**config.mk**
```make
export PLATFORM = sky130hd
export DESIGN_NAME = debug_monitor_jtag_access
export DESIGN_NICKNAME = d
export VERILOG_FILES = /design/src/hdl/debug_pkg.sv /design/src/hdl/debug_monitor_jtag_access.sv
export SDC_FILE = /design/constraint.sdc
export NUM_CORES = 1
export LEC_CHECK = 0
export BUFFER_PORTS_ARGS = -buffer_cell sky130_fd_sc_hd__buf_2
export CAP_MARGIN = 15
export CORE_MARGIN = 2
export CORE_UTILIZATION = 48
export DETAILED_ROUTE_END_ITERATION = 12
export MAX_ROUTING_LAYER = met4
export PLACE_DENSITY = 0.77
export SLEW_MARGIN = 20
export SYNTH_ARGS = -nofsm -noshare
export SYNTH_HDL_FRONTEND = slang
export SYNTH_SLANG_ARGS = --single-unit
```
**constraint.sdc**
```tcl
create_clock -name clk_sys -period 2.47 [get_ports clk_sys]
set_clock_uncertainty 0.1 [all_clocks]
set_input_delay 0.741 -clock clk_sys [delete_from_list [all_inputs] [get_ports clk_sys]]
set_output_delay 0.741 -clock clk_sys [all_outputs]
set_load 0.005 [all_outputs]
```
**src/hdl/debug_pkg.sv**
```systemverilog
// shared constants and carrier types of the debug access block
// assumes a single 25 MHz system clock domain
package debug_pkg;

  // ****************************************
  // test port instructions
  // ****************************************
  localparam int          IR_LEN          = 4;
  localparam logic [3:0]  IR_IDCODE       = 4'h4;
  localparam logic [3:0]  IR_BYPASS       = 4'hF;
  localparam logic [3:0]  IR_BREAK        = 4'h8;
  localparam logic [3:0]  IR_STEP         = 4'h9;
  localparam logic [3:0]  IR_RESUME       = 4'hA;
  localparam logic [3:0]  IR_RESET_VALUE  = IR_IDCODE;
  localparam int          ID_LEN          = 32;
  // identification value is arbitrary
  localparam logic [31:0] ID_VALUE        = 32'h0ABC_0001;
  localparam logic [3:0]  IR_CAPTURE_PAT  = 4'h1;

  // ****************************************
  // breakpoint setup and memory map
  // ****************************************
  localparam int          CODE_AW         = 16;
  localparam int          RAM_AW          = 8;
  localparam logic [1:0]  PINSEL_PRIMARY  = 2'h0;
  localparam logic [1:0]  PINSEL_SEC_A    = 2'h1;
  localparam logic [1:0]  PINSEL_SEC_B    = 2'h2;

  typedef enum logic [3:0] {
    TS_RESET, TS_IDLE, TS_SEL_DR, TS_CAP_DR, TS_SH_DR, TS_EX1_DR, TS_PA_DR, TS_EX2_DR, TS_UP_DR,
    TS_SEL_IR, TS_CAP_IR, TS_SH_IR, TS_EX1_IR, TS_PA_IR, TS_EX2_IR, TS_UP_IR
  } tap_state_t;

  // core debug status and breakpoint setup bundles, both inputs to the block
  typedef struct packed {
    logic [CODE_AW-1:0] fetch_addr;
    logic               fetch_valid;
    logic [RAM_AW-1:0]  ram_addr;
    logic               ram_valid;
    logic               brk_insn;
    logic               step_done;
  } core_dbg_t;

  typedef struct packed {
    logic [CODE_AW-1:0] code_lo;
    logic [CODE_AW-1:0] code_hi;
    logic               code_en;
    logic               code_range;
    logic [RAM_AW-1:0]  ram_lo;
    logic [RAM_AW-1:0]  ram_hi;
    logic               ram_en;
    logic               step_en;
  } brk_cfg_t;

endpackage : debug_pkg

```
**src/hdl/debug_monitor_jtag_access.sv**
```systemverilog
// on-chip debug support: test port, break logic and monitor memory steering
// assumes test port pins arrive asynchronous; core bundles are on clk_sys
//
// Function
// [RQ1] instruction 04h selects the identification register onto the data output
// [RQ2] test-logic reset preloads the instruction with identification selection
// [RQ3] identification value is a constant; scan writes never change it
// [RQ4] debug features act only when started in debug start-up mode
// [RQ5] code breakpoints on one fetch address or on an address range
// [RQ6] ram breakpoint on any access inside a configured range
// [RQ7] executed break instruction enters the monitor
// [RQ8] break from test port command or break pin enters the monitor
// [RQ9] single step returns to monitor after each step
// [RQ10] in monitor, fetches go to monitor rom, data to monitor ram
// [RQ11] controller talks to core via debug interface, takes reset and clock
// [RQ12] test port pins mapped to primary or one of two secondary groups
// [RQ13] tool keeps test clock and data input pins as inputs while connected
// [RQ14] break pin sampled at start-up for mode and later for breaks
// [RQ15] identification is 32 bits, captured, shifted least significant bit first
`timescale 1ns/1ns
module debug_monitor_jtag_access
  import debug_pkg::*;
(
  input  wire logic        clk_sys,
  input  wire logic        rst,
  input  wire logic [1:0]  pin_select,
  input  wire logic [2:0]  tck_pins,
  input  wire logic [2:0]  tms_pins,
  input  wire logic [2:0]  tdi_pins,
  output logic      [2:0]  tdo_out,
  output logic      [2:0]  tdo_oe_n,
  input  wire logic        monitor_break_pin,
  input  wire core_dbg_t   core_dbg,
  input  wire brk_cfg_t    brk_cfg,
  output logic             debug_mode,
  output logic             core_halt,
  output logic             in_monitor,
  output logic             sel_monitor_rom,
  output logic             sel_monitor_ram
);

  // ****************************************
  // pin group selection
  // ****************************************
  // group chosen before synchronising; select is static configuration
  wire logic [1:0] grp = (pin_select > PINSEL_SEC_B) ? PINSEL_PRIMARY : pin_select; // [RQ12]
  wire logic       tck_raw = tck_pins[grp];
  wire logic       tms_raw = tms_pins[grp];
  wire logic       tdi_raw = tdi_pins[grp];

  logic [1:0] tck_s_reg;
  logic [1:0] tms_s_reg;
  logic [1:0] tdi_s_reg;
  logic [1:0] brk_s_reg;
  logic       tck_prev_reg;

  always_ff @(posedge clk_sys or posedge rst) begin
    if (rst) begin
      tck_s_reg    <= '0;
      tms_s_reg    <= '0;
      tdi_s_reg    <= '0;
      brk_s_reg    <= '0;
      tck_prev_reg <= 1'b0;
    end else begin
      tck_s_reg    <= {tck_s_reg[0], tck_raw};
      tms_s_reg    <= {tms_s_reg[0], tms_raw};
      tdi_s_reg    <= {tdi_s_reg[0], tdi_raw};
      brk_s_reg    <= {brk_s_reg[0], monitor_break_pin}; // [RQ14]
      tck_prev_reg <= tck_s_reg[1];
    end
  end

  wire logic tck_rise = tck_s_reg[1] & ~tck_prev_reg;
  wire logic tck_fall = ~tck_s_reg[1] & tck_prev_reg;
  wire logic tms      = tms_s_reg[1];
  wire logic tdi      = tdi_s_reg[1];
  wire logic brk_pin  = brk_s_reg[1];

  // ****************************************
  // test access state machine
  // ****************************************
  tap_state_t tap_reg;
  tap_state_t tap_next;

  always_comb begin
    tap_next = tap_reg;
    case (tap_reg)
      TS_RESET:  tap_next = tms ? TS_RESET  : TS_IDLE;
      TS_IDLE:   tap_next = tms ? TS_SEL_DR : TS_IDLE;
      TS_SEL_DR: tap_next = tms ? TS_SEL_IR : TS_CAP_DR;
      TS_CAP_DR: tap_next = tms ? TS_EX1_DR : TS_SH_DR;
      TS_SH_DR:  tap_next = tms ? TS_EX1_DR : TS_SH_DR;
      TS_EX1_DR: tap_next = tms ? TS_UP_DR  : TS_PA_DR;
      TS_PA_DR:  tap_next = tms ? TS_EX2_DR : TS_PA_DR;
      TS_EX2_DR: tap_next = tms ? TS_UP_DR  : TS_SH_DR;
      TS_UP_DR:  tap_next = tms ? TS_SEL_DR : TS_IDLE;
      TS_SEL_IR: tap_next = tms ? TS_RESET  : TS_CAP_IR;
      TS_CAP_IR: tap_next = tms ? TS_EX1_IR : TS_SH_IR;
      TS_SH_IR:  tap_next = tms ? TS_EX1_IR : TS_SH_IR;
      TS_EX1_IR: tap_next = tms ? TS_UP_IR  : TS_PA_IR;
      TS_PA_IR:  tap_next = tms ? TS_EX2_IR : TS_PA_IR;
      TS_EX2_IR: tap_next = tms ? TS_UP_IR  : TS_SH_IR;
      TS_UP_IR:  tap_next = tms ? TS_SEL_DR : TS_IDLE;
      default:   tap_next = TS_RESET;
    endcase
  end

  // ****************************************
  // instruction and data registers
  // ****************************************
  logic [IR_LEN-1:0] ir_sh_reg;
  logic [IR_LEN-1:0] ir_reg;
  logic [ID_LEN-1:0] dr_sh_reg;
  logic              tdo_reg;
  logic              cmd_break_reg;
  logic              cmd_step_reg;
  logic              cmd_resume_reg;

  wire logic sel_id = (ir_reg == IR_IDCODE); // [RQ1]

  always_ff @(posedge clk_sys or posedge rst) begin
    if (rst) begin
      tap_reg <= TS_RESET;
      ir_sh_reg <= '0;
      ir_reg <= IR_RESET_VALUE;
      dr_sh_reg <= '0;
    end else if (tck_rise) begin
      tap_reg <= tap_next;
      if (tap_reg == TS_RESET) begin
        ir_reg <= IR_RESET_VALUE; // [RQ2]
      end
      if (tap_reg == TS_CAP_IR) begin
        ir_sh_reg <= IR_CAPTURE_PAT;
      end
      if (tap_reg == TS_SH_IR) begin
        ir_sh_reg <= {tdi, ir_sh_reg[IR_LEN-1:1]};
      end
      if (tap_reg == TS_UP_IR) begin
        ir_reg <= ir_sh_reg;
      end
      // capture reloads the constant, so shifted-in bits never persist
      if (tap_reg == TS_CAP_DR) begin
        dr_sh_reg <= sel_id ? ID_VALUE : '0; // [RQ3] [RQ15]
      end
      if (tap_reg == TS_SH_DR) begin
        dr_sh_reg <= sel_id ? {tdi, dr_sh_reg[ID_LEN-1:1]} : {{(ID_LEN-1){1'b0}}, tdi}; // [RQ15]
      end
    end
  end

  // data out changes on the falling test clock edge
  always_ff @(posedge clk_sys or posedge rst) begin
    if (rst) begin
      tdo_reg <= 1'b0;
    end else if (tck_fall) begin
      tdo_reg <= (tap_reg == TS_SH_IR) ? ir_sh_reg[0] : dr_sh_reg[0]; // [RQ1]
    end
  end

  wire logic shifting = (tap_reg == TS_SH_IR) || (tap_reg == TS_SH_DR);
  wire logic upd_ir   = tck_rise && (tap_reg == TS_UP_IR);

  // one-cycle command pulses decoded from a freshly loaded instruction
  always_ff @(posedge clk_sys or posedge rst) begin
    if (rst) begin
      cmd_break_reg  <= 1'b0;
      cmd_step_reg   <= 1'b0;
      cmd_resume_reg <= 1'b0;
    end else begin
      cmd_break_reg  <= upd_ir && (ir_sh_reg == IR_BREAK);
      cmd_step_reg   <= upd_ir && (ir_sh_reg == IR_STEP);
      cmd_resume_reg <= upd_ir && (ir_sh_reg == IR_RESUME);
    end
  end

  always_comb begin
    for (int i = 0; i < 3; i++) begin
      tdo_out[i]  = tdo_reg;
      tdo_oe_n[i] = ~(shifting && (grp == 2'(i))); // [RQ12]
    end
  end

  // ****************************************
  // debug mode strap and break logic
  // ****************************************
  function automatic logic in_range(input logic [CODE_AW-1:0] a, input logic [CODE_AW-1:0] lo,
                                    input logic [CODE_AW-1:0] hi);
    in_range = (a >= lo) && (a <= hi);
  endfunction : in_range

  logic       strap_done_reg;
  logic [1:0] strap_age_reg;
  logic       debug_mode_reg;
  logic       monitor_reg;
  logic       stepping_reg;

  wire logic code_hit = brk_cfg.code_en && core_dbg.fetch_valid &&
                        (brk_cfg.code_range ? in_range(core_dbg.fetch_addr, brk_cfg.code_lo, brk_cfg.code_hi)
                                            : (core_dbg.fetch_addr == brk_cfg.code_lo)); // [RQ5]
  wire logic ram_hit  = brk_cfg.ram_en && core_dbg.ram_valid &&
                        in_range(CODE_AW'(core_dbg.ram_addr), CODE_AW'(brk_cfg.ram_lo),
                                 CODE_AW'(brk_cfg.ram_hi)); // [RQ6]
  wire logic ext_hit  = cmd_break_reg || brk_pin; // [RQ8]
  wire logic step_hit = stepping_reg && core_dbg.step_done; // [RQ9]
  wire logic any_brk  = debug_mode_reg && !monitor_reg &&
                        (code_hit || ram_hit || core_dbg.brk_insn || ext_hit || step_hit); // [RQ4] [RQ7]

  always_ff @(posedge clk_sys or posedge rst) begin
    if (rst) begin
      strap_done_reg <= 1'b0;
      strap_age_reg  <= '0;
      debug_mode_reg <= 1'b0;
      monitor_reg    <= 1'b0;
      stepping_reg   <= 1'b0;
    end else begin
      strap_age_reg  <= {strap_age_reg[0], 1'b1};
      // strap caught once; waits until the synchroniser holds a real pin sample, not its reset zero
      if (strap_age_reg[1] && !strap_done_reg) begin
        strap_done_reg <= 1'b1;
        debug_mode_reg <= brk_pin; // [RQ14] [RQ4]
      end
      if (any_brk) begin
        monitor_reg  <= 1'b1;
        stepping_reg <= 1'b0;
      end else if (monitor_reg && (cmd_resume_reg || cmd_step_reg)) begin
        monitor_reg  <= 1'b0;
        stepping_reg <= cmd_step_reg && brk_cfg.step_en; // [RQ9]
      end
    end
  end

  // ****************************************
  // monitor memory steering
  // ****************************************
  assign debug_mode      = debug_mode_reg;
  assign in_monitor      = monitor_reg; // [RQ11]
  assign core_halt       = monitor_reg;
  assign sel_monitor_rom = monitor_reg && core_dbg.fetch_valid; // [RQ10]
  assign sel_monitor_ram = monitor_reg && core_dbg.ram_valid; // [RQ10]

endmodule : debug_monitor_jtag_access

```
==> metrics.txt, run 1 <==
outcome finished clean; Starting Density roughly half; total grt overflow 0; share of cells above drive strength 1 a little over a quarter; WHS Endpoint tck_s_reg[1]$_DFF_PP0_; Largest delay share family, worst path flip-flops; antenna viol nets, final 0; internal power ~0.0023 W; Synth Area in Compound Gates about 18%; register area share after synthesis just under 40%; normalized max-slew margin 63.5%; Worst setup SP type flop; Setup WS pre-CTS -0.194 ns; most frequent cell after synthesis nand2_1; Post-Synth Adder-Cell Area 15.9%; top cell type by total area after synthesis dfrtp_1; mux contribution to synthesized area around 1.3%; area occupied by multi-input gates about 2100 um^2; WL per Instance 12.7 um; largest net degree at the start of global routing 50; register area between 1500 and 2000 um^2; CTS clk-pin slew, worst paths 0.07 ns; Synth Area in XOR/XNOR less than 1%; CP startpoint tap_reg[3]$_DFFE_PP0P_; Net Sw Frac 33.1%; Synthesized Nets 608; depth of the worst hold-timing path 0; # Post-CTS Setup Buffers 0; core area slightly above 8000 um^2; Initial DRT Pass Iterations 5; final core occ 60.8%; Worst IR Drop VDD 0.462 mV; met3 wire len 588 um; Clock Tree Root clkbuf_8; Port Buffer Count 104; combinational family with the most area after synthesis compound AO/OA/AOI/OAI gates; dpl hpwl a little under 7 mm; Reg2Reg Launch Point tap_reg[3]$_DFFE_PP0P_; crit path time final 2.34 ns; mapped cell area about 4000 um^2; highest metal used met4; Clk pwr share 29.8%; Fillers approximately 670; Bufs and invs on worst path 1; number of synthesized flops with an enable pin 0; P_sw 0.00112 W; H-tree Lvls 3; final setup TNS 0 ns; Syn. warnings 0; PwrDens just under 700 nW/um^2; cts hold-fix bufs 0; worst-margin pin slew 0.547 ns; vias in the first global route roughly 3500; # setup viols final 0; worst reg2reg endpoint dr_sh_reg[10]$_DFFE_PP0P_; initial antenna violation count 0; worst reg-to-reg path cell count 7; FF-to-FF setup slack roughly 0.63 ns; Clock Latency Late Sink 0.34 ns; Rows 33; die width around 95 um; Commonest cells post-synth 81 x nand2_1, 62 x dfrtp_1, 53 x o21ai_0; flop and latch count out of synthesis 63; count of pins over their slew limit 0; Starting DRT DRC Count between 100 and 150; via count around 3600; leakage 2.51 nW; area delta synth->final 23.6%; Tcrit/Tclk final between 90% and 100%; Netlist cell types 55; crit path max-delay cell type dfrtp_2; Critical Path Sink Type output port; CP max FO 14; Final Hold Vio Count 0; RSZ-0062 raised after global routing no; first-pass GRT wire length 14.7 mm; worst path required time 1.63 ns; top-area cell type share of the netlist area about two fifths; Critical Path Stages 5; Simple-Gate Fraction of Synth Area 17.5%; asr flop ratio synth 100%; Comb power frac a little under a third; Metal-1 WL approximately 3.8 mm; leading register cell type out of synthesis dfrtp_1; Final WS setup 0.135 ns; Hold Path Class flop to flop; post-DR vias/cell approximately 5.2; max_cap viols 0; CP cell instances nor2_1 > nand3_1 > o21ai_2 > nand2_1 > buf_2; routability cong. around 0.86; GRT Resource Usage Total between 20% and 30%; Chip Height 95.3 um; final antenna diode count 0; share of power burned in registers between 40% and 50%; Worst Min Path Start tck_s_reg[0]$_DFF_PP0_; die area 9080 um^2; ranking of synthesized cells by area dfrtp_1 39%, ha_1 16%, nand2_1 7.6%; Post-route DRC 0; Num CTS Buffers 9; Routed WL about 8.6 mm; TritonCTS clock tree yes; maximum clock rate 428 MHz; Worst path max stage delay 0.49 ns; Worst Path Arrival around 1.5 ns; Sink Count 63; Top-Level Pins 105; number of flip-flops in the largest register 32; Setup CP Type flop to output port; final net count just over 700; mean post-synth cell area 8.64 um^2; CTS max path bufs 2; WL met2 a little over 4 mm; Gate Count Post-Synth ~460
-- final cells by class --
cell class | instances | area share, %
multi-input cells | 323 | 43.0
flip-flops and latches | 63 | 32.0
repair buffers | 122 | 13.8
inverters | 52 | 3.95
clock buffers | 11 | 3.06
well taps | 105 | 2.66
clock inverters | 5 | 1.62
-- routing by layer --
layer	global-route usage, %	vias to the layer above
li1	-	1812
met1	24.1	1626
met2	36.2	116
met4	7.85	0
met3	3.87	19
met5	-	-
-- cells by family after synthesis --
family,count (synthesis)
buffers and inverters,77
muxes,5
adders and majority gates,51
DFF,63
and+or+nand+nor,147
xor gates and xnor gates,1
AOI/OAI and AO/OA,118
other,1
-- repair_timing --
action,in CTS,in global routing
cloned,0,0
resized for setup,2,2
setup endpoints to repair,3,3
-- power groups by stage --
stage | Combinational [W] | Sequential [W] | Clock [W]
3_5_place_dp | 0.00102 | 0.00138 | 0
2_1_floorplan | 0.000773 | 0.00129 | 0
4_1_cts | 0.00102 | 0.00136 | 0.00104
5_1_grt | 0.00118 | 0.00140 | 0.00108
6_report | 0.00102 | 0.00137 | 0.00102
3_3_place_gp | 0.000980 | 0.00137 | 0
-- metrics by stage --
| stage | power (W) | hold slack, ns | cells | cell area [um^2] |
|---|---|---|---|---|
| floorplan | 0.00207 | 0.231 | 463 | 4010 |
| global placement | 0.00235 | 0.232 | 665 | 4710 |
| detailed placement | 0.00239 | 0.235 | 665 | 4710 |
| CTS | 0.00343 | 0.250 | 681 | 4940 |
| global route | 0.00367 | 0.253 | 681 | 4950 |
| finish | 0.00340 | 0.249 | 681 | 4950 |
-- cells in the final DEF (no fill, tap or decap), types with 6 or more instances in the layout --
| master | instances |
|---|---|
| clkbuf_8 | 11 |
| nand3_1 | 9 |
| buf_2 | 104 |
| a21oi_1 | 20 |
| ha_1 | 51 |
| a31oi_1 | 6 |
| o21ai_0 | 52 |
| inv_1 | 51 |
| nand2_1 | 81 |
| buf_4 | 16 |
| nor2b_1 | 8 |
| nand4_1 | 10 |
| dfrtp_1 | 60 |
| o21ai_1 | 6 |
| nor2_1 | 14 |
-- worst max path at each step --
stage	to	slack (ns)
2_1_floorplan	core_halt$_DFFE_PP0P_	0.02
3_3_place_gp	core_halt$_DFFE_PP0P_	-0.18
3_5_place_dp	core_halt$_DFFE_PP0P_	-0.19
4_1_cts	tdo_oe_n[2]	0.04
5_1_grt	tdo_oe_n[1]	0.01
6_report	tdo_oe_n[2]	0.13
(Power assumes the default switching activity.)
==> run 2, diff against run 1 <==
- PLACE_DENSITY: 0.77 -> default
- PLACE_DENSITY_LB_ADDON: default -> 0.05
==> run 2 against run 1 <==
Net effect: power rose by 0.81%; routed wire length fell by 3.2%; register-to-register slack got worse by 0.13 ns; worst setup slack improved by 0.0029 ns; first-iteration DRC count fell by 6.5%.
==> metrics.txt, run 2 (synthesis gave the netlist of run 1 again) <==
Worst setup SP type input port (was flop); core area 8130 um^2 (unchanged); Tcrit/Tclk final 94.4% (was 94.5%); Starting Density 49.2% (unchanged); cts hold-fix bufs 0 (unchanged); internal power 0.00226 W (was 0.00228 W); crit path time final 2.33 ns (was 2.34 ns); P_sw 0.00117 W (was 0.00112 W); Comb power frac 31.7% (was 30.0%); dpl hpwl 6.62 mm (was 6.84 mm); TritonCTS clock tree yes (unchanged); WL per Instance 12.2 um (was 12.7 um); max_cap viols 0 (unchanged); number of flip-flops in the largest register 32 (unchanged); die width 95.3 um (unchanged); Worst path max stage delay 0.41 ns (was 0.49 ns); GRT Resource Usage Total 20.1% (was 20.9%); worst reg-to-reg path cell count 7 (unchanged); Post-route DRC 0 (unchanged); final instance area 4990 um^2 (was 4950 um^2); worst path required time 2.63 ns (was 1.63 ns); crit path max-delay cell type or3b_4 (was dfrtp_2); Chip Height 95.3 um (unchanged); Sink Count 63 (unchanged); routability cong. 0.912 (was 0.863); first-pass GRT wire length 14.1 mm (was 14.7 mm); final antenna diode count 0 (unchanged); initial antenna violation count 0 (unchanged); RSZ-0062 raised after global routing no (unchanged); Worst IR Drop VDD 0.527 mV (was 0.462 mV); # setup viols final 0 (unchanged); CTS clk-pin slew, worst paths 0.08 ns (was 0.07 ns); Critical Path Sink Type flop (was output port); Resize count post-CTS 0 (was 2); leakage 2.54 nW (was 2.51 nW); total grt overflow 0 (unchanged); normalized max-slew margin 65.5% (was 63.5%); maximum clock rate 429 MHz (was 428 MHz); CP max FO 2 (was 14); worst-margin pin slew 0.511 ns (was 0.547 ns); share of power burned in registers 38.8% (was 40.2%); Final Hold Vio Count 0 (unchanged); Setup CP Type input port to flop (was flop to output port); most common cell after layout, fill and taps aside buf_2 (unchanged); FF-to-FF setup slack 0.50 ns (was 0.63 ns); Final Non-Filler Cells 687 (was 681); antenna viol nets, final 0 (unchanged); outcome finished clean (unchanged); PwrDens 687 nW/um^2 (was 688 nW/um^2); post-DR vias/cell 5.09 (was 5.25); # Post-CTS Setup Buffers 0 (unchanged); final core occ 61.4% (was 60.8%); final net count 722 (was 716); H-tree Lvls 3 (unchanged); Top-Level Pins 105 (unchanged); vias in the first global route 3342 (was 3484); Worst Path Arrival 2.49 ns (was 1.49 ns); Starting DRT DRC Count 101 (was 108); Reg2Reg Launch Point tap_reg[0]$_DFFE_PP0P_ (was tap_reg[3]$_DFFE_PP0P_); most frequent cells in the layout 104 x buf_2, 81 x nand2_1, 62 x dfrtp_1 (was 104 x buf_2, 81 x nand2_1, 60 x dfrtp_1); via count 3500 (was 3573); CP cell instances buf_2 > ha_1 > a211oi_1 > o22ai_1 > nor4_1 > or3b_4 > a221o_1 > o211ai_2 (was nor2_1 > nand3_1 > o21ai_2 > nand2_1 > buf_2); share of cells above drive strength 1 26.5% (was 26.2%); Largest delay share family, worst path compound AO/OA/AOI/OAI gates (was flip-flops); Num CTS Buffers 9 (unchanged); Routed WL 8.36 mm (was 8.63 mm); placed insts 671 (was 665); Clk pwr share 29.4% (was 29.8%); Rows 33 (unchanged); largest net degree at the start of global routing 62 (was 50); area delta synth->final 24.7% (was 23.6%); CTS max path bufs 2 (unchanged); Bufs and invs on worst path 1 (unchanged); die area 9080 um^2 (unchanged); worst reg2reg endpoint dr_sh_reg[14]$_DFFE_PP0P_ (was dr_sh_reg[10]$_DFFE_PP0P_); Hold Path Class input port to asynchronous set/reset pin (was flop to flop); Net Sw Frac 34.0% (was 33.1%); Clock Latency Late Sink 0.33 ns (was 0.34 ns); Initial DRT Pass Iterations 4 (was 5); Port Buffer Count 104 (unchanged); count of pins over their slew limit 0 (unchanged); Clock Tree Root clkbuf_8 (unchanged); Area after DPL 4770 um^2 (was 4710 um^2); Fillers 712 (was 672)
## run 2: changes by cell type in the layout (fill, tap and decap cells not counted), sizes merged
cell	previous run	this run
buf	122	128
clkbuf	11	9
clkinvlp	2	1
inv	52	55
## run 2: power groups by stage
stage	Sequential (W)	Clock, W	Combinational, W
finish	0.00133	0.00101	0.00109
global route	0.00136	0.00109	0.00126
CTS	0.00133	0.00104	0.00109
detailed placement	0.00135	0	0.00109
global placement	0.00135	0	0.00106
floorplan	0.00129	0	0.000773
## run 2: metrics by stage
step	TNS, ns	worst slack, ns	power [W]	hold slack (ns)
floorplan	0	0.0228	0.00207	0.231
global placement	-0.257	-0.154	0.00241	0.232
detailed placement	-0.317	-0.172	0.00244	0.236
CTS	0	0.0910	0.00346	0.223
global route	0	0.00651	0.00371	0.233
finish	0	0.138	0.00343	0.230
## run 2: how the worst max path moves through the flow
stage                                 startpoint                     to  slack (ns)  cells past startpoint
after floorplan                      brk_cfg[33]  core_halt$_DFFE_PP0P_        0.02                      8
after global placement              core_dbg[25]  core_halt$_DFFE_PP0P_       -0.15                      8
after detailed placement            core_dbg[25]  core_halt$_DFFE_PP0P_       -0.17                      8
after CTS                 tap_reg[0]$_DFFE_PP0P_            tdo_oe_n[2]        0.09                      5
after global routing      tap_reg[0]$_DFFE_PP0P_            tdo_oe_n[1]       0.007                      5
final                               core_dbg[25]  core_halt$_DFFE_PP0P_        0.14                      8
## run 2: layout make-up
cell class | instances | area, um^2 | share of cell area (%)
Inverter | 52 | 195 | 3.91
Sequential cell | 63 | 1580 | 31.6
Tap cell | 105 | 131 | 2.63
Clock buffer | 9 | 124 | 2.48
Clock inverter | 7 | 103 | 2.06
Multi-Input combinational cell | 323 | 2120 | 42.5
Timing Repair Buffer | 128 | 738 | 14.8
## run 2: layer usage
metal	part of all wire [%]	vias up	global-route usage (%)
met4	0.96	0	6.04
met5	0	-	-
li1	-	1824	-
met2	45	103	33.3
met3	6.7	6	3.72
met1	47	1567	25.1
## run 2: worst reg2reg max path: cells and delay by family (launching register included)
kind            cells  cell delay, ns
simple gates        4            0.79
buf+inv             2            0.40
flops               1            0.44
compound gates      1            0.16
==> run 3, diff against run 2 <==
- clock period: 2.47 -> 2 ns (I/O delays scaled with it)
==> run 3 against run 2 <==
Net effect: the run now ends with negative setup slack left; register-to-register slack worse by 0.41 ns; cell count up 1.6%; largest cell class unchanged; first-iteration DRC count up 50%.
==> metrics.txt, run 3 (synthesis gave the netlist of run 1 again) <==
vias in the first global route 3369 (was 3342); max_cap viols 0 (unchanged); TritonCTS clock tree yes (unchanged); initial antenna violation count 0 (unchanged); crit path to core_halt$_DFFE_PP0P_ (unchanged); Critical Path Sink Type flop (unchanged); number of flip-flops in the largest register 32 (unchanged); Critical Path Stages 9 (was 8); core area 8130 um^2 (unchanged); antenna viol nets, final 0 (unchanged); Tcrit/Tclk final 106%; Num CTS Buffers 9 (unchanged); first-pass GRT wire length 14.9 mm (was 14.1 mm); WL per Instance 13.1 um (was 12.2 um); Worst setup SP type input port (unchanged); Clock Tree Root clkbuf_8 (unchanged); leakage 2.60 nW (was 2.54 nW); Bufs and invs on worst path 2 (was 1); crit path max-delay cell type or3b_4 (unchanged); area delta synth->final 34.8% (was 24.7%); final setup TNS -0.278 ns (was 0 ns); Sink Count 63 (unchanged); Hold Path Class input port to asynchronous set/reset pin (unchanged); worst path required time 2.15 ns (was 2.63 ns); final antenna diode count 0 (unchanged); share of cells above drive strength 1 34.4% (was 26.5%); Clock Latency Late Sink 0.33 ns (about the same); Initial DRT Pass Iterations 4 (unchanged); Port Buffer Count 104 (unchanged); Largest delay share family, worst path compound AO/OA/AOI/OAI gates (unchanged); CP cell instances buf_2 > inv_1 > ha_4 > a21oi_1 > o22ai_1 > nor4_1 > or3b_4 > a221o_1 > o211ai_2 (was buf_2 > ha_1 > a211oi_1 > o22ai_1 > nor4_1 > or3b_4 > a221o_1 > o211ai_2); Setup CP Type input port to flop (unchanged); # setup viols final 5 (was 0); Post-route DRC 0 (unchanged); CP max FO 2 (unchanged); Chip Height 95.3 um (unchanged); largest net degree at the start of global routing 62 (unchanged); crit path time final 2.11 ns; H-tree Lvls 3 (unchanged); RSZ-0062 raised after global routing yes (was no); post-DR vias/cell 5.20 (was 5.09); Worst path max stage delay 0.42 ns (was 0.41 ns); most frequent cells in the layout 100 x buf_2, 77 x nand2_1, 62 x dfrtp_1 (was 104 x buf_2, 81 x nand2_1, 62 x dfrtp_1); Reg2Reg Launch Point tap_reg[0]$_DFFE_PP0P_ (unchanged); outcome finished, violations left (was finished clean); Final WS setup -0.110 ns (was 0.138 ns); Worst Path Arrival 2.26 ns (was 2.49 ns); Routed WL 9.15 mm (was 8.36 mm); Rows 33 (unchanged); CP startpoint brk_cfg[31] (was core_dbg[25]); Starting DRT DRC Count 152 (was 101); GRT Resource Usage Total 21.4% (was 20.1%); via count 3633 (was 3500); Starting Density 49.2% (unchanged); count of pins over their slew limit 0 (unchanged); maximum clock rate about 470 MHz; die area 9080 um^2 (unchanged); die width 95.3 um (unchanged); worst reg-to-reg path cell count 9 (was 7); routability cong. 0.860 (was 0.912); PwrDens 827 nW/um^2 (was 687 nW/um^2); Final Hold Vio Count 0 (unchanged); FF-to-FF setup slack 0.09 ns (was 0.50 ns); dpl hpwl 6.71 mm (was 6.62 mm); CTS clk-pin slew, worst paths 0.07 ns (was 0.08 ns); total power 0.00446 W (was 0.00343 W); Worst IR Drop VDD 0.669 mV (was 0.527 mV); most common cell after layout, fill and taps aside buf_2 (unchanged); CTS max path bufs 2 (unchanged); worst reg2reg endpoint dr_sh_reg[26]$_DFFE_PP0P_ (was dr_sh_reg[14]$_DFFE_PP0P_); Top-Level Pins 105 (unchanged); failing checks negative setup slack; final net count 733 (was 722); total grt overflow 0 (unchanged)
-- run 3: cell types whose count changed in the layout (fill, tap and decap cells not counted), sizes merged --
cell      before  now
clkinvlp       1    2
clkbuf         9   13
bufinv         2    1
inv           55   51
buf          128  139
-- run 3: how the worst min path moves through the flow --
stage                           startpoint                        end  slack (ns)  cells after the start
floorplan           brk_s_reg[0]$_DFF_PP0_     brk_s_reg[1]$_DFF_PP0_        0.23                      0
global placement    brk_s_reg[0]$_DFF_PP0_     brk_s_reg[1]$_DFF_PP0_        0.23                      0
detailed placement  tck_s_reg[0]$_DFF_PP0_     tck_s_reg[1]$_DFF_PP0_        0.23                      0
CTS                                    rst   dr_sh_reg[7]$_DFFE_PP0P_        0.09                      2
global route                           rst  dr_sh_reg[12]$_DFFE_PP0P_        0.09                      2
finish                                 rst   dr_sh_reg[7]$_DFFE_PP0P_         0.1                      2
-- run 3: report_power, final --
| part | switching, W | leakage, nW | total [W] | internal, W |
|---|---|---|---|---|
| clock network | 0.000456 | 0.0996 | 0.00110 | 0.000643 |
| logic | 0.000880 | 1.69 | 0.00171 | 0.000829 |
| registers | 0.000167 | 0.815 | 0.00165 | 0.00149 |
| total | 0.00150 | 2.60 | 0.00446 | 0.00296 |
-- run 3: routing by layer --
| metal | part of all wire (%) | up-vias | GRT usage, % |
|---|---|---|---|
| met5 | 0 | - | - |
| met4 | 1.3 | 0 | 6.88 |
| met3 | 6.5 | 13 | 4.90 |
| met2 | 48 | 118 | 33.9 |
| met1 | 45 | 1652 | 27.2 |
| li1 | - | 1850 | - |
-- run 3: layout make-up --
type | instances | area [um^2]
fill | 666 | 2740
multi-input combinational | 323 | 2430
sequential | 63 | 1580
timing repair buffer | 139 | 841
inverter | 52 | 214
clock buffer | 13 | 159
tap | 105 | 131
clock inverter | 3 | 42.5
-- run 3: through the flow --
stage                     cell area (um^2)  setup WS [ns]  instances  hold WS [ns]  utilization (%)
final                                 5400         -0.110        698        0.0979             66.3
after global routing                  5400         -0.148        698        0.0908             66.3
after CTS                             5290         -0.115        697        0.0895             65.0
after detailed placement              4860         -0.480        670         0.235             59.7
after global placement                4860         -0.461        670         0.231             59.7
after floorplan                       4120         -0.226        463         0.231                -
-- run 3: repair_timing --
item | 4_1_cts | 5_1_grt
cloned | 0 | 2
hold buffers | 0 | 0
endpoints found under the hold margin | 0 | 0
endpoints found under the setup margin | 5 | 32
pin swaps | 18 | 9
gates resized for setup | 27 | 24
buffers inserted | 11 | 1
